File: config.mk
export PLATFORM = sky130hd
export DESIGN_NAME = sts_target
export DESIGN_NICKNAME = d
export VERILOG_FILES = /design/src/sts_pkg.sv /design/src/sts_pec_if.sv /design/src/sts_pec_crc.sv /design/src/sts_target.sv
export SDC_FILE = /design/constraint.sdc
export NUM_CORES = 1
export LEC_CHECK = 0
export ABC_AREA = 0
export BUFFER_PORTS_ARGS = -buffer_cell sky130_fd_sc_hd__buf_2
export CORE_UTILIZATION = 40
export CTS_CLUSTER_DIAMETER = 60
export DETAILED_ROUTE_END_ITERATION = 8
export SLEW_MARGIN = 20
export SYNTH_ARGS = -nofsm -noshare
export SYNTH_HDL_FRONTEND = slang
export SYNTH_HIERARCHICAL = 1
export SYNTH_SLANG_ARGS = --single-unit
File: constraint.sdc
create_clock -name sys_clk -period 9.3 [get_ports sys_clk]
set_clock_uncertainty 0.05 [all_clocks]
set_input_delay 0 -clock sys_clk [delete_from_list [all_inputs] [get_ports sys_clk]]
set_output_delay 0 -clock sys_clk [all_outputs]
set_load 0.01 [all_outputs]
File: src/sts_pkg.sv
// constants shared by the smbus thermometer target logic
package sts_pkg;
  localparam int unsigned CLK_MHZ = 250;
  // scl low timeout, longest time, rounded down
  localparam int unsigned SCL_LOW_TIMEOUT_US = 27000;
  localparam int unsigned SCL_LOW_TIMEOUT_CYC = SCL_LOW_TIMEOUT_US * CLK_MHZ;
  // scl high timeout, longest time, rounded down
  localparam int unsigned SCL_HIGH_TIMEOUT_US = 45;
  localparam int unsigned SCL_HIGH_TIMEOUT_CYC = SCL_HIGH_TIMEOUT_US * CLK_MHZ;
  // nonvolatile commit time, least time, rounded up
  localparam int unsigned NV_PROG_US = 5000;
  localparam int unsigned NV_PROG_CYC = NV_PROG_US * CLK_MHZ;
  // sda change hold-off after scl falls, least time, rounded up
  localparam int unsigned SDA_HOLD_NS = 300;
  localparam int unsigned SDA_HOLD_CYC = (SDA_HOLD_NS * CLK_MHZ + 999) / 1000;
  // ack timing limits, met by the hold-off above plus sync latency
  localparam int unsigned TARGET_ACK_ASSERT_DELAY_NS = 2500;
  localparam int unsigned TARGET_ACK_RELEASE_DELAY_NS = 1500;
  localparam int unsigned HOST_ACK_RELEASE_DELAY_NS = 1500;
  localparam int unsigned HOST_ACK_RETAKE_DELAY_NS = 1500;

  localparam logic [7:0] CMD_AMBIENT = 8'h06;
  localparam logic [7:0] CMD_EMISSIVITY = 8'h24;
  localparam logic [7:0] CMD_TARGET_ADDR = 8'h2E;
  localparam logic [6:0] GENERAL_ADDR = 7'h00;

  localparam logic [15:0] EMISSIVITY_RESET = 16'hF850;
  localparam logic [15:0] TARGET_ADDR_RESET = 16'h003A;
  localparam logic [15:0] AMBIENT_MIN = 16'h2DE4;
  localparam logic [15:0] AMBIENT_MAX = 16'h4DC4;
  localparam logic [15:0] READING_MAX = 16'h7FFF;
  localparam logic [15:0] UNKNOWN_WORD = 16'h8000;
  localparam int unsigned ERROR_FLAG_BIT = 15;

  localparam logic [7:0] PEC_POLY = 8'h07;
  localparam logic [7:0] PEC_INIT = 8'h00;

  typedef enum logic [2:0] {
    ST_IDLE = 3'b000,
    ST_RX = 3'b001,
    ST_RXACK = 3'b010,
    ST_TX = 3'b011,
    ST_TXACK = 3'b100,
    ST_IGNORE = 3'b101
  } sts_state_type;
endpackage

File: src/sts_pec_if.sv
// link between the protocol engine and its packet error code calculator
`timescale 1ns/1ps
`default_nettype none
interface sts_pec_if;
  logic clear;
  logic shift;
  logic bitIn;
  logic [7:0] crc;
  modport engine (output clear, output shift, output bitIn, input crc);
  modport calc (input clear, input shift, input bitIn, output crc);
endinterface
`default_nettype wire

File: src/sts_pec_crc.sv
// bit-serial crc-8 for the packet error code
`timescale 1ns/1ps
`default_nettype none
module sts_pec_crc
  import sts_pkg::*;
(
  input wire logic sys_clk,
  input wire logic reset,
  sts_pec_if.calc pec
);
  logic [7:0] crc_q;
  logic feedback;

  assign feedback = crc_q[7] ^ pec.bitIn;
  assign pec.crc = crc_q;

  // polynomial x8+x2+x+1, msb first
  always_ff @(posedge sys_clk or posedge reset) begin
    if (reset) begin
      crc_q <= PEC_INIT;
    end else if (pec.clear) begin
      crc_q <= PEC_INIT;
    end else if (pec.shift) begin
      crc_q <= {crc_q[6:0], 1'b0} ^ (feedback ? PEC_POLY : 8'h00);
    end
  end
endmodule
`default_nettype wire

File: src/sts_target.sv
// smbus target of the thermometer: word reads, word writes, nv cells, timeouts
//
// Behaviour
// - ambient in 0.02 K steps, at most 0x7FFF
// - ambient reading clamped to 0x2DE4..0x4DC4
// - emissivity cell defaults to 0xF850
// - host may program emissivity 0.1 to 1.0
// - all-zero data word erases the cell
// - commit takes 5 ms; host waits
// - command 0x2E selects target address cell
// - command 0x24 selects emissivity, low first
// - scl low too long resets the engine
// - scl high too long resets to idle
// - ack driven after 8th fall, released after 9th
// - release for host ack, retake after it
// - sda changes only while scl low, except the release on an scl high timeout
// - pec is crc-8 over all bytes
// - temperature word msb flags an error
// - target address 0x3A out of reset
`timescale 1ns/1ps
`default_nettype none
module sts_target
  import sts_pkg::*;
#(
  parameter int unsigned LOW_TIMEOUT_CYCLES = SCL_LOW_TIMEOUT_CYC,
  parameter int unsigned HIGH_TIMEOUT_CYCLES = SCL_HIGH_TIMEOUT_CYC,
  parameter int unsigned PROG_CYCLES = NV_PROG_CYC
) (
  input wire logic sys_clk,
  input wire logic reset,
  input wire logic clkEn,
  input wire logic sclIn,
  input wire logic sdaIn,
  output logic sdaOut,
  output logic sdaOe,
  input wire logic [15:0] dieTemperatureReading,
  input wire logic sensorError,
  output logic [15:0] emissivityCoefficient,
  output logic [15:0] busTargetAddress,
  output logic nvBusy
);
  sts_pec_if pec ();

  sts_pec_crc u_pec (
    .sys_clk(sys_clk),
    .reset(reset),
    .pec(pec)
  );

  logic sclMeta_q, sclSync_q, sclPrev_q;
  logic sdaMeta_q, sdaSync_q, sdaPrev_q;
  logic sclRise, sclFall, startSeen, stopSeen, timeout;
  sts_state_type state_q;
  logic [3:0] bitCnt_q;
  logic [7:0] shift_q;
  logic [2:0] byteIdx_q;
  logic addrPhase_q, readMode_q;
  logic [7:0] cmd_q, dataLo_q, dataHi_q;
  logic [23:0] stableCnt_q;
  logic [23:0] progCnt_q;
  logic [7:0] holdCnt_q;
  logic [7:0] pendCmd_q;
  logic [15:0] pendData_q;
  logic [15:0] emis_q, addrCell_q;
  logic [15:0] ambient, readWord;
  logic addrMatch, byteEnd, writeValid, sdaTarget;

  // two flops on each pin before any logic looks at it
  always_ff @(posedge sys_clk or posedge reset) begin
    if (reset) begin
      sclMeta_q <= 1'b1;
      sclSync_q <= 1'b1;
      sclPrev_q <= 1'b1;
      sdaMeta_q <= 1'b1;
      sdaSync_q <= 1'b1;
      sdaPrev_q <= 1'b1;
    end else if (clkEn) begin
      sclMeta_q <= sclIn;
      sclSync_q <= sclMeta_q;
      sclPrev_q <= sclSync_q;
      sdaMeta_q <= sdaIn;
      sdaSync_q <= sdaMeta_q;
      sdaPrev_q <= sdaSync_q;
    end
  end

  assign sclRise = sclSync_q & ~sclPrev_q;
  assign sclFall = ~sclSync_q & sclPrev_q;
  assign startSeen = sclSync_q & sclPrev_q & sdaPrev_q & ~sdaSync_q;
  assign stopSeen = sclSync_q & sclPrev_q & ~sdaPrev_q & sdaSync_q;

  // bus-stuck timers, measured only inside a transaction
  always_ff @(posedge sys_clk or posedge reset) begin
    if (reset) begin
      stableCnt_q <= '0;
    end else if (clkEn) begin
      if (state_q == ST_IDLE || sclRise || sclFall) begin
        stableCnt_q <= '0;
      end else if (stableCnt_q != '1) begin
        stableCnt_q <= stableCnt_q + 24'h000001;
      end
    end
  end

  assign timeout = (state_q != ST_IDLE) &&
                   (sclSync_q ? (stableCnt_q >= 24'(HIGH_TIMEOUT_CYCLES))
                              : (stableCnt_q >= 24'(LOW_TIMEOUT_CYCLES)));

  // 0x3A out of reset; general address answered whatever the cell holds, but not during a commit
  assign addrMatch = (shift_q[7:1] == addrCell_q[6:0]) || (shift_q[7:1] == GENERAL_ADDR);
  assign byteEnd = sclFall && (bitCnt_q == 4'h8);

  // clamp keeps the value below 0x7FFF; bit 15 then carries sensorError
  always_comb begin
    ambient = dieTemperatureReading;
    if (ambient < AMBIENT_MIN) begin
      ambient = AMBIENT_MIN;
    end else if (ambient > AMBIENT_MAX) begin
      ambient = AMBIENT_MAX;
    end
    ambient[ERROR_FLAG_BIT] = sensorError;
  end

  always_comb begin
    case (cmd_q)
      CMD_AMBIENT: readWord = ambient;
      CMD_EMISSIVITY: readWord = emis_q;
      CMD_TARGET_ADDR: readWord = addrCell_q;
      default: readWord = UNKNOWN_WORD;
    endcase
  end

  // protocol engine
  always_ff @(posedge sys_clk or posedge reset) begin
    if (reset) begin
      state_q <= ST_IDLE;
      bitCnt_q <= '0;
      shift_q <= '0;
      byteIdx_q <= '0;
      addrPhase_q <= 1'b0;
      readMode_q <= 1'b0;
      cmd_q <= '0;
      dataLo_q <= '0;
      dataHi_q <= '0;
    end else if (clkEn) begin
      if (timeout || stopSeen) begin
        state_q <= ST_IDLE;
      end else if (startSeen) begin
        state_q <= ST_RX;
        bitCnt_q <= '0;
        byteIdx_q <= '0;
        addrPhase_q <= 1'b1;
        readMode_q <= 1'b0;
      end else begin
        case (state_q)
          ST_RX: begin
            if (sclRise) begin
              shift_q <= {shift_q[6:0], sdaSync_q};
              bitCnt_q <= bitCnt_q + 4'h1;
            end else if (byteEnd) begin
              bitCnt_q <= '0;
              if (addrPhase_q) begin
                addrPhase_q <= 1'b0;
                readMode_q <= shift_q[0];
                // busy commit refuses new transactions
                state_q <= (addrMatch && !nvBusy) ? ST_RXACK : ST_IGNORE;
              end else if (byteIdx_q < 3'h4) begin
                byteIdx_q <= byteIdx_q + 3'h1;
                state_q <= ST_RXACK;
                case (byteIdx_q)
                  3'h0: cmd_q <= shift_q;
                  3'h1: dataLo_q <= shift_q;
                  3'h2: dataHi_q <= shift_q;
                  default: ;
                endcase
              end else begin
                state_q <= ST_IGNORE;
              end
            end
          end
          ST_RXACK: begin
            if (sclFall) begin
              if (readMode_q) begin
                shift_q <= readWord[7:0];
                byteIdx_q <= '0;
                state_q <= ST_TX;
              end else begin
                state_q <= ST_RX;
              end
            end
          end
          ST_TX: begin
            if (sclRise) begin
              bitCnt_q <= bitCnt_q + 4'h1;
            end else if (byteEnd) begin
              bitCnt_q <= '0;
              state_q <= ST_TXACK;
            end else if (sclFall) begin
              shift_q <= {shift_q[6:0], 1'b0};
            end
          end
          ST_TXACK: begin
            if (sclRise && sdaSync_q) begin
              state_q <= ST_IGNORE;
            end else if (sclFall) begin
              byteIdx_q <= byteIdx_q + 3'h1;
              if (byteIdx_q == 3'h0) begin
                shift_q <= readWord[15:8];
                state_q <= ST_TX;
              end else if (byteIdx_q == 3'h1) begin
                shift_q <= pec.crc;
                state_q <= ST_TX;
              end else begin
                state_q <= ST_IGNORE;
              end
            end
          end
          ST_IGNORE: ;
          default: state_q <= ST_IDLE;
        endcase
      end
    end
  end

  // pec shifts on the fall that closes a data bit, so the scl rise ahead of
  // a repeated start or a stop never reaches the crc
  assign pec.clear = clkEn && startSeen && (state_q == ST_IDLE);
  assign pec.shift = clkEn && sclFall && (bitCnt_q != 4'h0) && !startSeen && !stopSeen &&
                     !timeout && (state_q == ST_RX || state_q == ST_TX);
  assign pec.bitIn = sdaSync_q;

  // after the pec byte the running crc is zero only if it matched
  assign writeValid = (state_q == ST_RX) && !readMode_q && !addrPhase_q &&
                      (byteIdx_q == 3'h4) && (bitCnt_q <= 4'h1) && (pec.crc == 8'h00) &&
                      (cmd_q == CMD_EMISSIVITY || cmd_q == CMD_TARGET_ADDR);

  // nv commit: value lands after the programming delay
  always_ff @(posedge sys_clk or posedge reset) begin
    if (reset) begin
      progCnt_q <= '0;
      pendCmd_q <= '0;
      pendData_q <= '0;
      emis_q <= EMISSIVITY_RESET;
      addrCell_q <= TARGET_ADDR_RESET;
    end else if (clkEn) begin
      if (stopSeen && writeValid && progCnt_q == '0) begin
        progCnt_q <= 24'(PROG_CYCLES);
        pendCmd_q <= cmd_q;
        // zeros erase; address cell keeps only the low byte
        pendData_q <= (cmd_q == CMD_TARGET_ADDR) ? {8'h00, dataLo_q}
                                                 : {dataHi_q, dataLo_q};
      end else if (progCnt_q != '0) begin
        progCnt_q <= progCnt_q - 24'h000001;
        if (progCnt_q == 24'h000001) begin
          if (pendCmd_q == CMD_EMISSIVITY) begin
            emis_q <= pendData_q;
          end else begin
            addrCell_q <= pendData_q;
          end
        end
      end
    end
  end

  assign nvBusy = (progCnt_q != '0);
  assign emissivityCoefficient = emis_q;
  assign busTargetAddress = addrCell_q;

  // open drain: only ever pulls low
  always_comb begin
    case (state_q)
      ST_RXACK: sdaTarget = 1'b1;
      ST_TX: sdaTarget = ~shift_q[7];
      default: sdaTarget = 1'b0;
    endcase
  end

  // sda moves a hold-off after scl falls; idle and ignore release it at once, even with scl high
  always_ff @(posedge sys_clk or posedge reset) begin
    if (reset) begin
      holdCnt_q <= '0;
      sdaOe <= 1'b0;
    end else if (clkEn) begin
      if (sclFall) begin
        holdCnt_q <= 8'(SDA_HOLD_CYC);
      end else if (holdCnt_q != '0) begin
        holdCnt_q <= holdCnt_q - 8'h01;
      end
      if (state_q == ST_IDLE || state_q == ST_IGNORE) begin
        sdaOe <= 1'b0;
      end else if (!sclSync_q && holdCnt_q == 8'h01) begin
        sdaOe <= sdaTarget;
      end
    end
  end

  assign sdaOut = 1'b0;
endmodule
`default_nettype wire

==> flow_summary.toml, run 1 <==
[cells_and_area]
diodes = 0
fin_nets = 989
area_growth_pct = 13.13
n_fill_cell = 2082
drive_gt1_frac = 0.2114
multiInputGateArea_um2 = 4481
seq_area_um2 = 4300
stdcell_count = 1245

[route]
ant_nets = 0
drt_wl_total_um = 22180
route.met3.wl_um = 885
viasPerCell = 5.684
wl_met2_um = 10520
detail_route.first_pass.iterations = 5
wl_met1_um = 10350
top_layer_used = "met4"
wl_per_cell_um = 17.82
drtIter0Drc = 465
drc = 0
vias = 7077

[timing]
fin_crit_ns = 3.421
slew_headroom = 0.3787
setup_viol = 0
holdWs_ns = 0.008193
fin_setup_tns_ns = 0
timing.fmax_ghz = 0.2923
hold_viol = 0
grt_setup_unrepaired = "false"
drv_slew = 0
tightest_slew_ns = 0.9309
finalCritPeriodShare = 0.3679

[cts]
tritoncts = "done"
cts.clk_slew.worst_paths_ns = 0.07
cts_root_buf = "clkbuf_16"
clkLatencyLatePin_ns = 0.46
cts_resized = 0
postCtsSetupBuffers = 0
numClockSinks = 171
cts_buffers = 17
cts_max_level = 4
clk_path_buf_depth = 2

[floorplanning]
die_area_um2 = 23270
rows = 54
initial_core_util = 0.4116
die_h_um = 152.5
core_area_um2 = 22030
fp.dieW_um = 152.5
io_pins = 57

[power_and_ir_drop]
p_leak_nw = 4.666
power.density_nw_per_um2 = 200.1
ir_drop_uv = 92.15
finalPower_mw = 2.052

[critical_path]
arrival_ns = 3.65
end_kind = "flop"
worst-setup-path-type = "flop to flop"
critPathMaxFanout = 16
critPathLaunchType = "flop"
cp_data_required_time_ns = 9.53
r2r_end = "shift_q[1]$_DFFE_PP0P_"
slowest_delay_ns = 0.84
crit_slowest_cell = "nor3_2"
cp_cell_sequence = "inv_1 > ha_1 > or4_1 > a41o_1 > a41oi_2 > o311ai_4 > nor3_2 > mux2i_1 > a31oi_1"
crit_start = "stableCnt_q[0]$_DFFE_PP0P_"
rr_worst_depth = 9
rrSetupSlack_ns = 5.88
reg2reg_from = "stableCnt_q[0]$_DFFE_PP0P_"

[global_routing]
grt_max_degree = 58
track_usage = 0.1999
grt_pass1_wl_um = 36710
gr-total-overflow = 0
grt_pass1_vias = 6868
antenna_found_initial = 0

[synth]
synth_area_leader_cell = "dfrtp_1"
ys_top_cells_by_area = "dfrtp_1 (43%), mux2_2 (7.5%), dfstp_2 (4.9%)"
yosys_warnings = 6
syn_nets = 942
yosysSeqAreaShare = 0.4744
synth_flop_cell = "dfrtp_1"
synth_top_area_share = 0.4251
ys_seq_elements = 171
synth_area_um2 = 9065
synth-edff-count = 0
ys_types = 82
postSynthAreaPerCell_um2 = 10.02
async_reset_ff_frac = 1.000
postSynthCellCount = 905

[min_path]
hp-class = "input port to flop"
hold_end = "shift_q[6]$_DFFE_PP0P_"
hp-start = "dieTemperatureReading[6]"
hold_depth = 4

[placement]
dp_hpwl_um = 15270
port_buffers = 55
gp_congestion = 0.8591
dp_cells = 1208

[flow_run]
drv_cap = 0

[status]
status = "complete, no violations"
==> registers in the layout, summed over array words and instances, names as in the netlist, 8 cells and up <==
register / count
stableCnt_q: 24
u_pec/pec.crc: 8
pendCmd_q: 8
busTargetAddress: 16
dataLo_q: 8
shift_q: 8
progCnt_q: 24
dataHi_q: 8
holdCnt_q: 8
pendData_q: 16
emissivityCoefficient: 16
cmd_q: 8
==> power by group <==
part	internal, mW	switching, mW
clock	0.380	0.386
sequential	0.806	0.129
combinational	0.145	0.207
total	1.33	0.721
==> metrics by stage <==
step | util | area (um2) | worst slack [ns]
floorplan | - | 9065 | 4.873
global placement | 0.4339 | 9558 | 6.016
detailed placement | 0.4339 | 9558 | 5.904
CTS | 0.4656 | 10250 | 5.909
global route | 0.4656 | 10250 | 5.656
finish | 0.4656 | 10250 | 5.879
==> kinds of logic after synthesis <==
kind of cell    after synthesis  synth area share
buf+inv                      65           0.03202
xor+xnor                     42           0.04058
simple gates                366            0.2112
compound gates              175            0.1347
fa+ha+maj                    15           0.02070
other cells                   1         0.0004137
mux                          70           0.08599
flops                       171            0.4744
==> repair_timing <==
| item | 4_1_cts | 5_1_grt |
|---|---|---|
| hold endpoints to repair | 67 | 0 |
| hold buffers | 5 | 0 |
| setup endpoints to repair | 0 | 0 |
==> layout make-up <==
type,instances,share of cell area
Clock buffer,17,0.04148
Clock inverter,15,0.02160
Inverter,27,0.01037
Multi-Input combinational cell,669,0.4369
Sequential cell,171,0.4194
Tap cell,280,0.03416
Timing Repair Buffer,66,0.03612
==> cells in the mapped netlist, types with 10 or more instances <==
| master | count |
|---|---|
| a21oi_1 | 25 |
| a22oi_1 | 11 |
| a31oi_1 | 19 |
| buf_2 | 10 |
| clkbuf_1 | 21 |
| dfrtp_1 | 154 |
| dfstp_2 | 17 |
| ha_1 | 15 |
| inv_1 | 25 |
| mux2_2 | 60 |
| nand2_1 | 105 |
| nand3_1 | 30 |
| nor2_1 | 81 |
| nor3_1 | 27 |
| nor4_1 | 16 |
| o21ai_0 | 44 |
| o31ai_1 | 11 |
| or3_1 | 17 |
| or4_1 | 11 |
| xnor2_1 | 32 |
| xor2_1 | 10 |
==> worst max-delay path: cells and delay by family (launching register included) <==
family                     cells  cell delay, ns
and+or+nand+nor                2            1.36
AOI/OAI and AO/OA              4            0.89
DFF                            1            0.43
muxes                          1            0.26
adders and majority gates      1            0.19
buffers and inverters          1            0.07
==> worst max path at each step <==
stage | endpoint | slack [ns] | depth (start not counted)
finish | shift_q[1]$_DFFE_PP0P_ | 5.88 | 9
global route | shift_q[1]$_DFFE_PP0P_ | 5.66 | 9
CTS | shift_q[1]$_DFFE_PP0P_ | 5.91 | 9
detailed placement | shift_q[1]$_DFFE_PP0P_ | 5.90 | 9
global placement | shift_q[1]$_DFFE_PP0P_ | 6.02 | 9
floorplan | addrPhase_q$_DFFE_PP0P_ | 4.87 | 1
==> routing by layer <==
metal | up-vias | GRT usage
met3 | 35 | 0.04096
met5 | - | 0
met2 | 139 | 0.3210
li1 | 3380 | -
met4 | 0 | 0.07023
met1 | 3523 | 0.2687
==> cells in the final DEF (no fill, tap or decap), types with 7 or more instances in the layout <==
| master | netlist | routed |
|---|---|---|
| dfrtp_1 | 154 | 154 |
| nand2_1 | 105 | 105 |
| nor2_1 | 81 | 81 |
| mux2_2 | 60 | 60 |
| buf_2 | 10 | 55 |
| o21ai_0 | 44 | 44 |
| xnor2_1 | 32 | 32 |
| nand3_1 | 30 | 30 |
| nor3_1 | 27 | 27 |
| a21oi_1 | 25 | 25 |
| inv_1 | 25 | 24 |
| a31oi_1 | 19 | 19 |
| or3_1 | 17 | 17 |
| dfstp_2 | 17 | 17 |
| clkbuf_16 | 0 | 17 |
| nor4_1 | 16 | 16 |
| ha_1 | 15 | 15 |
| or4_1 | 11 | 11 |
| o31ai_1 | 11 | 11 |
| a22oi_1 | 11 | 11 |
| xor2_1 | 10 | 10 |
| nor2b_1 | 8 | 8 |
| nand2b_1 | 8 | 8 |
| nand4_1 | 7 | 7 |
| and2_1 | 7 | 7 |
| mux2i_1 | 7 | 7 |
Power figures use the tool's default switching activity.
==> run 2: changes to the inputs <==
==> constraint.sdc (replaced) <==
create_clock -name sys_clk -period 3.36 [get_ports sys_clk]
set_clock_uncertainty 0.05 [all_clocks]
set_input_delay 0 -clock sys_clk [delete_from_list [all_inputs] [get_ports sys_clk]]
set_output_delay 0 -clock sys_clk [all_outputs]
set_load 0.01 [all_outputs]
==> run 2 against run 1 <==
Net effect: final cell count up 0.96%; critical path type unchanged; largest power group unchanged; total power rose to 2.8 times the previous value; worst setup slack worse by 5.5 ns.
==> flow_summary.toml, run 2 (synthesis results as in run 1) <==
[timing]
slew_headroom = 0.4544
holdWs_ns = 0.02263
tightest_slew_ns = 0.8184
fin_crit_ns = 3.007
timing.fmax_ghz = 0.3325
grt_setup_unrepaired = "false"
fin_setup_tns_ns = 0
hold_viol = 0
finalCritPeriodShare = 0.8951
drv_slew = 0
setup_viol = 0

[route]
drc = 0
drt_wl_total_um = 22050
vias = 7001
wl_per_cell_um = 17.54
viasPerCell = 5.570
drtIter0Drc = 554
detail_route.first_pass.iterations = 8
ant_nets = 0

[floorplanning]
fp.dieW_um = 152.5
initial_core_util = 0.4116
die_h_um = 152.5
core_area_um2 = 22030
die_area_um2 = 23270
rows = 54
io_pins = 57

[global_routing]
antenna_found_initial = 0
gr-total-overflow = 0
grt_pass1_wl_um = 36690
grt_max_degree = 149
track_usage = 0.1983
grt_pass1_vias = 6814

[critical_path]
cp_data_required_time_ns = 3.65
worst-setup-path-type = "flop to flop"
critPathMaxFanout = 6
critPathLaunchType = "flop"
end_kind = "flop"
arrival_ns = 3.30

[placement]
dp_cells = 1221
postPlaceCellArea_um2 = 9667
port_buffers = 55
gp_congestion = 0.8240
dp_hpwl_um = 15440

[cts]
cts.clk_slew.worst_paths_ns = 0.08
cts_max_level = 4
cts_resized = 0
tritoncts = "done"
numClockSinks = 171
cts_root_buf = "clkbuf_16"
clk_path_buf_depth = 2
clkLatencyLatePin_ns = 0.44
cts_buffers = 17

[cells_and_area]
diodes = 0
layout_commonest_cell = "dfrtp_1"
seq_area_um2 = 4300
fin_nets = 1001
drive_gt1_frac = 0.2221
stdcell_count = 1257
multiInputGateArea_um2 = 4481
fin_util = 0.4700
n_fill_cell = 2093
layout_common_cells = "dfrtp_1 (154), nand2_1 (105), nor2_1 (81)"
area_growth_pct = 14.20
fin_area_um2 = 10350
reg_top3 = "progCnt_q x24, stableCnt_q x24"

[power_and_ir_drop]
p_leak_nw = 4.727
power.density_nw_per_um2 = 552.0
ir_drop_uv = 345.9

[flow_run]
drv_cap = 0

[min_path]
hp-class = "input port to asynchronous set/reset pin"

[status]
status = "complete, no violations"
[run 2: power by group]
| part | switching [mW] | internal, mW |
|---|---|---|
| registers | 0.314 | 2.23 |
| logic | 0.626 | 0.436 |
| clock network | 1.06 | 1.05 |
| total | 2.00 | 3.72 |
[run 2: routing by layer]
layer	track usage	up-vias	wire, um
met2	0.3272	93	10660
met5	0	-	0
li1	-	3406	-
met1	0.2697	3487	10590
met3	0.03697	15	565
met4	0.04810	0	239
[run 2: layout make-up]
cell class | count | area share
clock buffer | 17 | 0.04109
clock inverter | 15 | 0.02127
inverter | 27 | 0.01015
multi-input combinational | 669 | 0.4328
sequential | 171 | 0.4154
tap | 280 | 0.03384
timing repair buffer | 78 | 0.04544
[run 2: worst paths after layout]
path	from	end	cells after the start	slack [ns]
worst max-delay path	stableCnt_q[0]$_DFFE_PP0P_	u_pec/pec.crc[2]$_DFFE_PP0P_	10	0.35
worst min-delay path	reset	u_pec/pec.crc[3]$_DFFE_PP0P_	3	0.02
worst max register to register	stableCnt_q[0]$_DFFE_PP0P_	u_pec/pec.crc[2]$_DFFE_PP0P_	10	0.35
min in group sys_clk	dieTemperatureReading[6]	shift_q[6]$_DFFE_PP0P_	4	0.03
max in group asynchronous	reset	progCnt_q[1]$_DFFE_PP0P_	4	2.10
worst min register to register	pendCmd_q[2]$_DFFE_PP0P_	pendCmd_q[2]$_DFFE_PP0P_	1	0.41
[run 2: repair_timing]
action,CTS,global route
buffers inserted,0,0
hold buffers,4,0
endpoints found under the hold margin,26,0
[run 2: critical path, cell delays in order, from the launching register on]
cell and delay, ns:
dfrtp_1 0.42, inv_1 0.06, ha_1 0.18, or4_1 0.53, a41o_1 0.27, a41oi_2 0.27, nor3_1 0.12, a2111oi_2 0.34
inv_2 0.09, or4_1 0.48, o311ai_1 0.10
[run 2: metrics by stage]
stage          setup slack, ns  power [mW]
2_1_floorplan           0.3309       3.256
3_3_place_gp            0.4196       3.629
3_5_place_dp            0.3149       3.641
4_1_cts                 0.3193       5.761
5_1_grt                 0.1618       6.022
6_report                0.3526       5.715
